`src/include/move_cfg.svh`:
```
// Identifiers, ranges and timing for the direct move command words
`ifndef MOVE_CFG_SVH
`define MOVE_CFG_SVH

`define ID_DATA_NUM     16'h002c
`define ID_OP_TYPE      16'h002d
`define ID_POSITION     16'h002e
`define ID_SPEED        16'h002f
`define ID_START_RATE   16'h0030
`define ID_STOP_DECEL   16'h0031
`define ID_CURRENT      16'h0032
`define ID_TRIGGER      16'h0033
`define ID_DEST         16'h0034
`define ID_IN_MIRROR    16'h003a
`define ID_IN_SELFCLR   16'h003c
`define ID_IN_MAIN      16'h003e
`define ID_OUT_STATUS   16'h003f
`define ID_ALARM        16'h0040
`define ID_COMM_ERR     16'h0056
`define ID_CMD_POS      16'h0063
`define ID_CMD_RPM      16'h0064
`define ID_CMD_HZ       16'h0065

`define POS_MIN         32'h80000000
`define POS_MAX         32'h7fffffff
`define SPEED_MIN       32'hffc2f700
`define SPEED_MAX       32'h003d0900
`define RATE_MIN        32'h00000001
`define RATE_MAX        32'h3b9aca00
`define CURRENT_MIN     32'h00000000
`define CURRENT_MAX     32'h000003e8
`define DATA_NUM_MAX    32'h000000ff
`define OP_TYPE_MAX     32'h00000016
`define TRIG_MIN        32'hfffffff9
`define TRIG_ALL        32'h00000001
`define TRIG_DISABLE    32'h00000000
`define TRIG_IDX_BIAS   3'h7
`define DEST_MAX        32'h00000001
`define ZERO_WORD       32'h00000000

`define NUM_ITEMS       7
`define CLK_PERIOD_NS   20
`define AUTO_OFF_NS     250000
`define AUTO_OFF_CYC    (`AUTO_OFF_NS / `CLK_PERIOD_NS)
`define AUTO_OFF_CW     14

`endif

```
`src/include/move_pkg.sv`:
```
// Types shared by the direct move command word logic
`default_nettype none
package move_pkg;

  typedef struct packed {
    logic [31:0] data_num;
    logic [31:0] op_type;
    logic [31:0] position;
    logic [31:0] speed;
    logic [31:0] start_rate;
    logic [31:0] stop_decel;
    logic [31:0] current;
  } move_params_t;

  typedef struct packed {
    logic [31:0] out_status;
    logic [31:0] alarm;
    logic [31:0] cmd_pos_abs;
    logic [31:0] cmd_pos_wrap;
    logic        wrap_en;
    logic [31:0] speed_rpm;
    logic [31:0] speed_hz;
  } drive_status_t;

  typedef enum logic [1:0] {
    OFF_IDLE = 2'b01,
    OFF_RUN  = 2'b10
  } off_state_t;

endpackage : move_pkg
`default_nettype wire

```
`src/core/direct_move_regs.sv`:
```
// Identifier-addressed direct move parameters, input commands and status words
`default_nettype none
`include "move_cfg.svh"
module direct_move_regs
  import move_pkg::*;
#(
  parameter int AUTO_OFF_CYCLES = `AUTO_OFF_CYC
) (
  // Clock and reset
  input  wire logic          clk,
  input  wire logic          nrst,
  // Identifier access port
  input  wire logic          acc_req,
  input  wire logic          acc_wr,
  input  wire logic [15:0]   acc_id,
  input  wire logic [31:0]   acc_wdata,
  output logic               acc_ack,
  output logic               acc_err,
  output logic      [31:0]   acc_rdata,
  // Drive state from the motion core
  input  wire drive_status_t drive_status,
  input  wire logic          move_busy,
  input  wire logic          comm_err_valid,
  input  wire logic [31:0]   comm_err_code,
  // Move launch toward the motion core
  output move_params_t       move_params,
  output logic               move_start,
  output logic               move_to_buffer,
  // Driver input signals
  output logic      [31:0]   drv_input
);

  function automatic logic in_range(input logic [31:0] v,
                                    input logic [31:0] lo,
                                    input logic [31:0] hi);
    in_range = ($signed(v) >= $signed(lo)) && ($signed(v) <= $signed(hi));
  endfunction : in_range

  move_params_t params_q;
  move_params_t params_d;
  logic [31:0]  trig_q;
  logic [31:0]  dest_q;
  logic [6:0]   upd_q;
  logic [6:0]   upd_d;
  logic [31:0]  drv_in_q;
  logic [31:0]  drv_in_d;
  logic [31:0]  comm_err_q;
  logic         start_q;
  logic         to_buf_q;
  logic         ack_q;
  logic         err_q;
  logic [31:0]  rdata_q;
  logic [31:0]  clr_mask;

  // Address decode
  wire rd = acc_req & ~acc_wr;
  wire wr = acc_req & acc_wr;
  wire hit_num    = acc_id == `ID_DATA_NUM;
  wire hit_type   = acc_id == `ID_OP_TYPE;
  wire hit_pos    = acc_id == `ID_POSITION;
  wire hit_speed  = acc_id == `ID_SPEED;
  wire hit_rate   = acc_id == `ID_START_RATE;
  wire hit_stop   = acc_id == `ID_STOP_DECEL;
  wire hit_cur    = acc_id == `ID_CURRENT;
  wire hit_trig   = acc_id == `ID_TRIGGER;
  wire hit_dest   = acc_id == `ID_DEST;
  wire hit_mirror = acc_id == `ID_IN_MIRROR;
  wire hit_selfcl = acc_id == `ID_IN_SELFCLR;
  wire hit_main   = acc_id == `ID_IN_MAIN;
  wire hit_outst  = acc_id == `ID_OUT_STATUS;
  wire hit_alarm  = acc_id == `ID_ALARM;
  wire hit_cerr   = acc_id == `ID_COMM_ERR;
  wire hit_cpos   = acc_id == `ID_CMD_POS;
  wire hit_rpm    = acc_id == `ID_CMD_RPM;
  wire hit_hz     = acc_id == `ID_CMD_HZ;

  wire [6:0] item_hit = {hit_cur, hit_stop, hit_rate, hit_speed,
                         hit_pos, hit_type, hit_num};
  wire hit_rw = (|item_hit) | hit_trig | hit_dest;
  wire hit_wo = hit_mirror | hit_selfcl | hit_main;
  wire hit_ro = hit_outst | hit_alarm | hit_cerr | hit_cpos | hit_rpm | hit_hz;

  // Range checks on the written value
  wire ok_num   = in_range(acc_wdata, `ZERO_WORD, `DATA_NUM_MAX);
  wire ok_type  = in_range(acc_wdata, `ZERO_WORD, `OP_TYPE_MAX);
  wire ok_pos   = in_range(acc_wdata, `POS_MIN, `POS_MAX);
  wire ok_speed = in_range(acc_wdata, `SPEED_MIN, `SPEED_MAX);
  wire ok_rate  = in_range(acc_wdata, `RATE_MIN, `RATE_MAX);
  wire ok_stop  = in_range(acc_wdata, `RATE_MIN, `RATE_MAX);
  wire ok_cur   = in_range(acc_wdata, `CURRENT_MIN, `CURRENT_MAX);
  wire ok_trig  = in_range(acc_wdata, `TRIG_MIN, `TRIG_ALL);
  wire ok_dest  = in_range(acc_wdata, `ZERO_WORD, `DEST_MAX);

  wire [6:0] item_ok = {ok_cur, ok_stop, ok_rate, ok_speed,
                        ok_pos, ok_type, ok_num};
  wire [6:0] item_wr = item_hit & item_ok & {7{wr}};
  wire trig_wr = wr & hit_trig & ok_trig;
  wire dest_wr = wr & hit_dest & ok_dest;
  wire ref_wr  = wr & (hit_main | hit_mirror);
  wire auto_wr = wr & hit_selfcl;

  wire bad_write = wr & ((|(item_hit & ~item_ok)) | (hit_trig & ~ok_trig)
                   | (hit_dest & ~ok_dest) | hit_ro);
  wire bad_read  = rd & hit_wo;
  wire unmapped  = acc_req & ~(hit_rw | hit_wo | hit_ro);
  wire err_d     = bad_write | bad_read | unmapped;

  // Parameter store
  always_comb begin
    params_d = params_q;
    if (item_wr[0]) params_d.data_num   = acc_wdata;
    if (item_wr[1]) params_d.op_type    = acc_wdata;
    if (item_wr[2]) params_d.position   = acc_wdata;
    if (item_wr[3]) params_d.speed      = acc_wdata;
    if (item_wr[4]) params_d.start_rate = acc_wdata;
    if (item_wr[5]) params_d.stop_decel = acc_wdata;
    if (item_wr[6]) params_d.current    = acc_wdata;
  end

  // Launch decision
  wire       trig_neg = trig_q[31];
  wire [2:0] trig_idx = trig_q[2:0] + `TRIG_IDX_BIAS;
  wire       trig_all = trig_q == `TRIG_ALL;
  wire [6:0] upd_now  = upd_q | item_wr;
  wire       fire_one = trig_neg & item_wr[trig_idx];
  wire       fire_all = trig_all & (&upd_now);
  wire       start_d  = fire_one | fire_all;

  assign upd_d = fire_all ? '0 : upd_now;

  // Input command word; a write wins over a pending automatic clear
  always_comb begin
    drv_in_d = drv_in_q & ~clr_mask;
    if (ref_wr | auto_wr) drv_in_d = acc_wdata;
  end

  input_auto_off #(
    .CYCLES   (AUTO_OFF_CYCLES)
  ) u_auto_off (
    .clk      (clk),
    .nrst     (nrst),
    .arm      (auto_wr),
    .arm_mask (acc_wdata),
    .cancel   (ref_wr),
    .clr_mask (clr_mask)
  );

  // Read selection
  wire [31:0] cmd_pos = drive_status.wrap_en ? drive_status.cmd_pos_wrap
                                             : drive_status.cmd_pos_abs;
  wire [31:0] rd_mux =
      ~rd        ? rdata_q :
      hit_num    ? params_q.data_num :
      hit_type   ? params_q.op_type :
      hit_pos    ? params_q.position :
      hit_speed  ? params_q.speed :
      hit_rate   ? params_q.start_rate :
      hit_stop   ? params_q.stop_decel :
      hit_cur    ? params_q.current :
      hit_trig   ? trig_q :
      hit_dest   ? dest_q :
      hit_outst  ? drive_status.out_status :
      hit_alarm  ? drive_status.alarm :
      hit_cerr   ? comm_err_q :
      hit_cpos   ? cmd_pos :
      hit_rpm    ? drive_status.speed_rpm :
      hit_hz     ? drive_status.speed_hz : `ZERO_WORD;

  always_ff @(posedge clk or negedge nrst) begin
    if (!nrst) begin
      params_q <= '0;
      trig_q   <= `TRIG_DISABLE;
      dest_q   <= `ZERO_WORD;
      upd_q    <= '0;
      drv_in_q <= `ZERO_WORD;
      start_q  <= 1'b0;
      to_buf_q <= 1'b0;
    end else begin
      params_q <= params_d;
      if (trig_wr) trig_q <= acc_wdata;
      if (dest_wr) dest_q <= acc_wdata;
      upd_q    <= upd_d;
      drv_in_q <= drv_in_d;
      start_q  <= start_d;
      to_buf_q <= dest_q[0] & move_busy;
    end
  end

  always_ff @(posedge clk or negedge nrst) begin
    if (!nrst) begin
      comm_err_q <= `ZERO_WORD;
      ack_q      <= 1'b0;
      err_q      <= 1'b0;
      rdata_q    <= `ZERO_WORD;
    end else begin
      if (comm_err_valid) comm_err_q <= comm_err_code;
      ack_q   <= acc_req;
      err_q   <= err_d;
      rdata_q <= rd_mux;
    end
  end

  assign acc_ack        = ack_q;
  assign acc_err        = err_q;
  assign acc_rdata      = rdata_q;
  assign move_params    = params_q;
  assign move_start     = start_q;
  assign move_to_buffer = to_buf_q;
  assign drv_input      = drv_in_q;

  int unsigned hold_cnt;
  always_ff @(posedge clk or negedge nrst) begin
    if (!nrst) begin
      hold_cnt <= 0;
    end else if (ref_wr | auto_wr) begin
      hold_cnt <= 0;
    end else if (hold_cnt < AUTO_OFF_CYCLES + 2) begin
      hold_cnt <= hold_cnt + 1;
    end
  end

  // Bits of the last input command write and whether it was self-clearing, kept for the auto-off time check
  logic        auto_last_q;
  logic [31:0] auto_mask_q;
  always_ff @(posedge clk or negedge nrst) begin
    if (!nrst) begin
      auto_last_q <= 1'b0;
      auto_mask_q <= `ZERO_WORD;
    end else if (ref_wr | auto_wr) begin
      auto_last_q <= auto_wr;
      auto_mask_q <= acc_wdata;
    end
  end
endmodule : direct_move_regs
`default_nettype wire

```
`src/core/input_auto_off.sv`:
```
// Timer that switches off self-clearing input bits after a fixed hold
`default_nettype none
`include "move_cfg.svh"
module input_auto_off
  import move_pkg::*;
#(
  parameter int CYCLES = `AUTO_OFF_CYC
) (
  // Clock and reset
  input  wire logic        clk,
  input  wire logic        nrst,
  // Arming and cancel
  input  wire logic        arm,
  input  wire logic [31:0] arm_mask,
  input  wire logic        cancel,
  // Bits to clear, one cycle
  output logic      [31:0] clr_mask
);

  off_state_t                state_q;
  off_state_t                state_d;
  logic [`AUTO_OFF_CW-1:0]   cnt_q;
  logic [`AUTO_OFF_CW-1:0]   cnt_d;
  logic [31:0]               mask_q;
  logic [31:0]               mask_d;
  logic [31:0]               clr_q;

  localparam logic [`AUTO_OFF_CW-1:0] LAST = `AUTO_OFF_CW'(CYCLES - 1);

  wire expire = (state_q == OFF_RUN) && (cnt_q == LAST) && !arm && !cancel;

  always_comb begin
    state_d = state_q;
    cnt_d   = cnt_q;
    mask_d  = mask_q;
    case (state_q)
      OFF_IDLE: begin
        if (arm) begin
          state_d = OFF_RUN;
          cnt_d   = '0;
          mask_d  = arm_mask;
        end
      end
      OFF_RUN: begin
        if (cancel) begin
          state_d = OFF_IDLE;
          mask_d  = '0;
        end else if (arm) begin
          // A fresh write restarts the hold for all pending bits
          cnt_d  = '0;
          mask_d = mask_q | arm_mask;
        end else if (expire) begin
          state_d = OFF_IDLE;
          mask_d  = '0;
        end else begin
          cnt_d = cnt_q + 1'b1;
        end
      end
      default: begin
        state_d = OFF_IDLE;
        mask_d  = '0;
      end
    endcase
  end

  always_ff @(posedge clk or negedge nrst) begin
    if (!nrst) begin
      state_q <= OFF_IDLE;
      cnt_q   <= '0;
      mask_q  <= '0;
      clr_q   <= '0;
    end else begin
      state_q <= state_d;
      cnt_q   <= cnt_d;
      mask_q  <= mask_d;
      clr_q   <= expire ? mask_q : '0;
    end
  end

  assign clr_mask = clr_q;

endmodule : input_auto_off
`default_nettype wire

```
`config.mk`:
```
export PLATFORM = sky130hd
export DESIGN_NAME = direct_move_regs
export DESIGN_NICKNAME = d
export VERILOG_FILES = /design/src/include/move_pkg.sv /design/src/core/direct_move_regs.sv /design/src/core/input_auto_off.sv
export VERILOG_INCLUDE_DIRS = /design/src /design/src/include
export SDC_FILE = /design/constraint.sdc
export NUM_CORES = 1
export LEC_CHECK = 0
export BUFFER_PORTS_ARGS = -buffer_cell sky130_fd_sc_hd__buf_4
export CAP_MARGIN = 20
export CORE_UTILIZATION = 35
export CTS_CLUSTER_DIAMETER = 60
export DETAILED_ROUTE_END_ITERATION = 10
export PLACE_DENSITY = 0.63
export SLEW_MARGIN = 10
export SYNTH_ARGS = -nofsm -noshare
export SYNTH_HDL_FRONTEND = slang
export SYNTH_SLANG_ARGS = --single-unit
```
`constraint.sdc`:
```
create_clock -name clk -period 2.3 [get_ports clk]
set_input_delay 0.69 -clock clk [delete_from_list [all_inputs] [get_ports clk]]
set_output_delay 0.69 -clock clk [all_outputs]
set_load 0.01 [all_outputs]
```
; ---- Word-level counts from Yosys, hierarchy flattened
; Cells that the tools add are included.
[classes]
bitwise_logic = 47
magnitude_cmp = 13
n_mux = 36
n_eq_ne = 28
n_addsub = 2
reduce_logical = 20
[ops]
columns = operator, n
row1 = two-way mux 32 bit, 22
row2 = "== test 16 x 6 -> 1 bit, second input constant", 13
row3 = "== test 16 x 7 -> 1 bit, second input constant", 5
row4 = one-hot mux 32 bit (2 select lines), 1
row5 = two-way mux 14 bit, 4
row6 = AND 32 bit, 1
row7 = "== test 32 x 1 -> 1 bit, second input constant", 1
row8 = ">= comparator 32 x 1 -> 1 bit, second input constant", 1
row9 = ">= comparator 32 x 2 -> 1 bit, second input constant", 1
row10 = ">= comparator 32 x 23 -> 1 bit, second input constant", 1
row11 = ">= comparator 32 bit, second input constant", 1
row12 = ">= comparator 32 x 4 -> 1 bit, second input constant", 1
row13 = "<= comparator 32 x 11 -> 1 bit, second input constant", 1
row14 = "<= comparator 32 x 2 -> 1 bit, second input constant", 1
row15 = "<= comparator 32 x 23 -> 1 bit, second input constant", 1
row16 = "<= comparator 32 x 31 -> 1 bit, second input constant", 1
row17 = "<= comparator 32 bit, second input constant", 1
row18 = "<= comparator 32 x 6 -> 1 bit, second input constant", 1
row19 = "<= comparator 32 x 9 -> 1 bit, second input constant", 1
row20 = NOT 32 bit, 1
row21 = OR 32 bit, 1
row22 = one-hot mux 14 bit (2 select lines), 1
row23 = AND 7 bit, 3
row24 = OR 1 bit, 19
row25 = other kinds (27), 62
[totals]
out_inout_bits = 292
inputBits = 279
reg_bits = 475
wordCells = 167

; ---- Longest topological paths before layout
[logic_depth]
word_depth = 16
mapped_depth = 11
mapped_depth_nobuf = 9

; ---- Cells and area by module
; A second synthesis with hierarchy kept.
[unflattened]
cells_unflattened = 2139
area_unflattened_um2 = 22580.4
[by_module_without_submodules]
columns = mod, seq_area_each_um2, cells_per_inst, area_per_inst_um2, n_inst
row1 = direct_move_regs, 9884.5, 1877, 19363.6, 1
row2 = input_auto_off, 2003.2, 262, 3216.8, 1

; ---- Least setup slack after synthesis
; Ideal clock, no wire load.
[synth_timing]
path_kind = input to register
start = in acc_wdata[4]
end = reg params_q, in the netlist move_params[84]
setup_slack_ns = -1.035
path_buffers = 2
setup_ns = 0.125
required_time_ns = 2.175
cell_stages = 8
t_arrival_ns = 3.210
path_cell_list = buf_2 or4_4 or3_1 or4_1 o21a_1 nor4_4 buf_6 mux2_2
[synth_between]
elab_chain_len = 4
elab_cells_between_ends = 5
classes_between = order compare: 2 / bitwise: 2 / reduce/logical: 1
[synth_lines]
columns = element, line_no
row1 = from (decl), direct_move_regs.sv:16  ; input wire logic [31:0] acc_wdata,
row2 = >= comparator 32 x 2 -> 1 bit or <= comparator 32 x 31 -> 1 bit (tied branches), direct_move_regs.sv:36  ; in_range = ($signed(v) >= $signed(lo)) && ($signed(v) <= $signed(hi));
row3 = logical AND 1 bit (*), direct_move_regs.sv:36
row4 = AND 7 bit (*) (2 in series), direct_move_regs.sv:96  ; wire [6:0] item_wr = item_hit & item_ok & {7{wr}};
row5 = to (signal assigned), direct_move_regs.sv:179  ; params_q <= params_d;
row6 = to (decl), direct_move_regs.sv:39  ; move_params_t params_q;
; Mark *: on every way between the ends. The rest lies on a longest branch, timed or not.
; A chain may end at the register's enable or synchronous reset.

; ---- Worst setup path after layout
[layout_timing]
start = in acc_id[10]
end = reg rdata_q[28], in the netlist acc_rdata[28]
[layout_between]
elab_chain_len = 16
elab_cells_between_ends = 30
classes_between = eq/ne: 15 / mux: 15
[layout_lines]
columns = element, line_no
row1 = from (decl), direct_move_regs.sv:15  ; input wire logic [15:0] acc_id,
row2 = == test 16 x 7 -> 1 bit (no source line), --
row3 = two-way mux 32 bit (no source line) (14 in series), --
row4 = two-way mux 32 bit (no source line) (*), --
row5 = to (signal assigned), direct_move_regs.sv:194  ; rdata_q <= `ZERO_WORD;
row6 = to (signal assigned), direct_move_regs.sv:199  ; rdata_q <= rd_mux;
row7 = to (decl), direct_move_regs.sv:52  ; logic [31:0] rdata_q;
; Marked as above.

==> impl_metrics.csv <==
group,metric,value,unit
sta,hold_ws,0.291,ns
setup_path,rrSetupSlack,-0.19,ns
pwr,vdd.ir_drop.worst,0.596,mV
sta,fin_crit,2.76,ns
route,wl_met3,11.8,mm
pwr,powerDensity,504,mW/mm2
sta,tightestPinTransition,0.811,ns
die,rows,92,
setup_path,crit_fanout,5,
placed_design,place_hpwl,86.3,mm
route,wirelength,125,mm
route,dr_wl_met2,56.8,mm
route,drc,0,
route,ant_nets,0,
route,top_layer,"met4",
sta,rsz0062_at_grt,"true",
setup_path,r2r-end,"u_auto_off.cnt_q[13]$_DFFE_PN0P_",
sta,setup_slack,-0.459,ns
route,vias,23700,
yosys,ys_async_sr_fraction,100,%
cts,clk_pin_slew,0.06,ns
setup_path,ff2ff_path_depth,9,
cts,cts_tree,"yes",
route,drt-initial-drc-count,2869,
route,firstDrtPassIters,7,
cts,root_buffer,"clkbuf_16",
final_layout,layout_common_cells,"893 x buf_4, 474 x dfrtp_1, 216 x nand2_1",
global_route,grtUsageTotal,36.1,%
route,wl_met1,49.8,mm
die,die_h,256,um
yosys,synth-seq-cells,475,
cts,cts_buffer_depth,3,
final_layout,fillCellCount,5125,
placed_design,place_area,0.0306,mm2
run_status,run_status,"finished with violations",
setup_path,start_kind,"input pin",
global_route,grt_overflow,0,
yosys,synth-main-ff-cell,"dfrtp_1",
setup_path,required,2.79,ns
worst_hold_path,holdPathEnd,"comm_err_q[25]$_DFFE_PN0P_",
final_layout,nNetsFinal,3468,
yosys,syn_avg_cell_area,10.5,um2
final_layout,synthToLayoutAreaGrowth,71.5,%
setup_path,critPathArrivalTime,3.25,ns
sta,relSlewSlack,45.2,%
yosys,synth_cell_types,81,
yosys,yosysWarnings,0,
worst_hold_path,min_delay_path_depth,2,
cts,cts_sinks,475,
run_status,violations,"setup timing",
die,initial_core_util,35.6,%
die,die_area,0.0654,mm2
route,drt-wirelength-per-cell,30.6,um
global_route,grt_max_degree,62,
final_layout,final_common_cell,"buf_4",
flow_run,max_cap_viol_count,0,
placed_design,dp_cells,3762,
placed_design,gp_congestion,1.01,
cts,cts_buffers,56,
route,viasPerCell,5.80,
setup_path,crit_path_end_kind,"flip-flop",
sta,hold_viol,0,
global_route,grt_pass1_wl,172,mm
die,io_pins,571,
pwr,power.total,19500,uW
yosys,seq_area_frac_synth,52.8,%
sta,period_share,120,%
final_layout,final_layout_size_suffix_gt1_share,58.2,%
cts,h-tree-depth,2,
placed_design,io_buffers,570,
global_route,antenna_found_initial,3,
cts,clock_latency,0.64,ns
die,fp.dieW,256,um
pwr,p_leak,0.0185,uW
global_route,grt_pass1_vias,23300,
yosys,syn_inst,2152,
yosys,synth_edf_count,0,
sta,skew,0.0347,ns
worst_hold_path,worstHoldStart,"comm_err_code[25]",
setup_path,crit_type,"input pin to flip-flop",
yosys,synthesis.nets,2436,
final_layout,final_cells,4076,
worst_hold_path,hp-class,"input pin to flip-flop",
final_layout,final_core_util,61.0,%
setup_path,r2r_start,"u_auto_off.cnt_q[2]$_DFFE_PN0P_",
die,core_region_area,0.0633,mm2
sta,setup_viol,352,
yosys,synth_area,0.0225,mm2
sta,slew_violations,0,
sta,fmax,362,MHz
final_layout,postLayoutCellArea,0.0386,mm2
-- per-stage QoR --
stage | worst slack, ns | TNS [ns]
2_1_floorplan | -0.908 | -208.67
4_1_cts | -0.384 | -56.48
3_3_place_gp | -1.48 | -364.50
3_5_place_dp | -1.44 | -364.38
5_1_grt | -0.468 | -97.09
6_report | -0.459 | -92.00
-- sequential cells by signal (all words and copies together) (netlist names), 2 cells and up --
| signal | cells |
|---|---|
| u_auto_off.mask_q | 32 |
| dest_q | 32 |
| u_auto_off.state_q | 2 |
| comm_err_q | 32 |
| trig_q | 32 |
| drv_input | 32 |
| u_auto_off.clr_mask | 32 |
| upd_q | 7 |
| acc_rdata | 32 |
| move_params | 224 |
| u_auto_off.cnt_q | 14 |
-- what timing repair did --
item / CTS / global route
pin swaps: 225 / 164
resized for setup: 497 / 383
hold endpoints to repair: 9 / 0
endpoints found under the setup margin: 371 / 409
gates cloned: 41 / 19
hold buffers: 1 / 0
buffers inserted: 115 / 76
-- critical path, cell delays in order --
cell	delay, ns
buf_6	0.09
or4_4	0.59
buf_12	0.17
or3_4	0.41
or2_4	0.29
buf_6	0.13
o21ai_4	0.11
o21ai_2	0.10
a2111oi_4	0.54
o21ai_1	0.11
-- final cells by class --
cell class / instances / area [um2] / share of cell area (%)
Multi-Input combinational cell: 1501 / 12900 / 33.5
Sequential cell: 475 / 11900 / 30.8
Timing Repair Buffer: 1136 / 10800 / 27.8
Clock buffer: 77 / 1600 / 4.14
Tap cell: 846 / 1060 / 2.74
Clock inverter: 24 / 333 / 0.862
Inverter: 14 / 52.6 / 0.136
Antenna cell: 3 / 7.51 / 0.0194
-- synthesized netlist by cell type (all sizes together), types with 4 or more instances --
master   number  area [um2]
nand4        18         113
a221oi       25         219
nand2b       40         250
dfrtp       474       11900
nor4b         5        58.8
a32o          4        40.0
o2bb2ai      33         289
or2           9        56.3
nor3         20         116
ha            5        62.6
nor2b        62         388
xor2         10        87.6
a31oi        19         119
nand2       299        1120
mux2i        26         260
or4          13         105
a2111oi       5        50.0
inv          14        52.6
or3          16         100
nand3        42         210
a222oi       12         120
or4b          5        50.1
o221ai       20         175
o211ai        6        45.0
a22o          7        61.3
o22ai        11        68.8
buf          27         149
and3         12        75.1
a21o         10        75.1
nand4bb       4        45.0
a211oi        7        52.6
o21ai       114         571
clkbuf      137         514
a21oi        79         395
and2         95         594
a22oi       113         848
nor2         96         363
nor4         32         295
mux2        180        2030
-- cell families after synthesis --
group	count (synthesis)	share of synthesized area, %
fa+ha+maj	5	0.278
xor+xnor	11	0.428
mux	206	10.2
buf+inv	178	3.18
compound gates	491	14.9
simple gates	786	18.2
flops	475	52.8
-- layer usage --
| layer | track usage (%) | vias up |
|---|---|---|
| li1 | - | 9845 |
| met1 | 48.3 | 12100 |
| met2 | 56.0 | 1419 |
| met3 | 8.47 | 292 |
| met4 | 15.2 | 0 |
| met5 | 0 | - |
-- worst max path at each step --
stage | slack, ns | end | from | cells after the start
final | -0.46 | acc_rdata[28]$_DFFE_PN0P_ | acc_id[10] | 10
after global routing | -0.47 | move_params[92]$_DFFE_PN0P_ | acc_id[10] | 9
after CTS | -0.38 | move_params[64]$_DFFE_PN0P_ | acc_id[10] | 9
after detailed placement | -1.44 | acc_rdata[26]$_DFFE_PN0P_ | acc_id[1] | 9
after global placement | -1.48 | acc_rdata[26]$_DFFE_PN0P_ | acc_id[1] | 9
after floorplan | -0.91 | move_params[84]$_DFFE_PN0P_ | acc_id[9] | 8
-- power breakdown --
part | leakage [uW] | switching, uW | internal [uW]
Sequential | 0.00637 | 56.4 | 8430
Combinational | 0.0111 | 893 | 711
Clock | 0.000957 | 3820 | 5560
No activity file was read; power rests on OpenSTA's default activity.
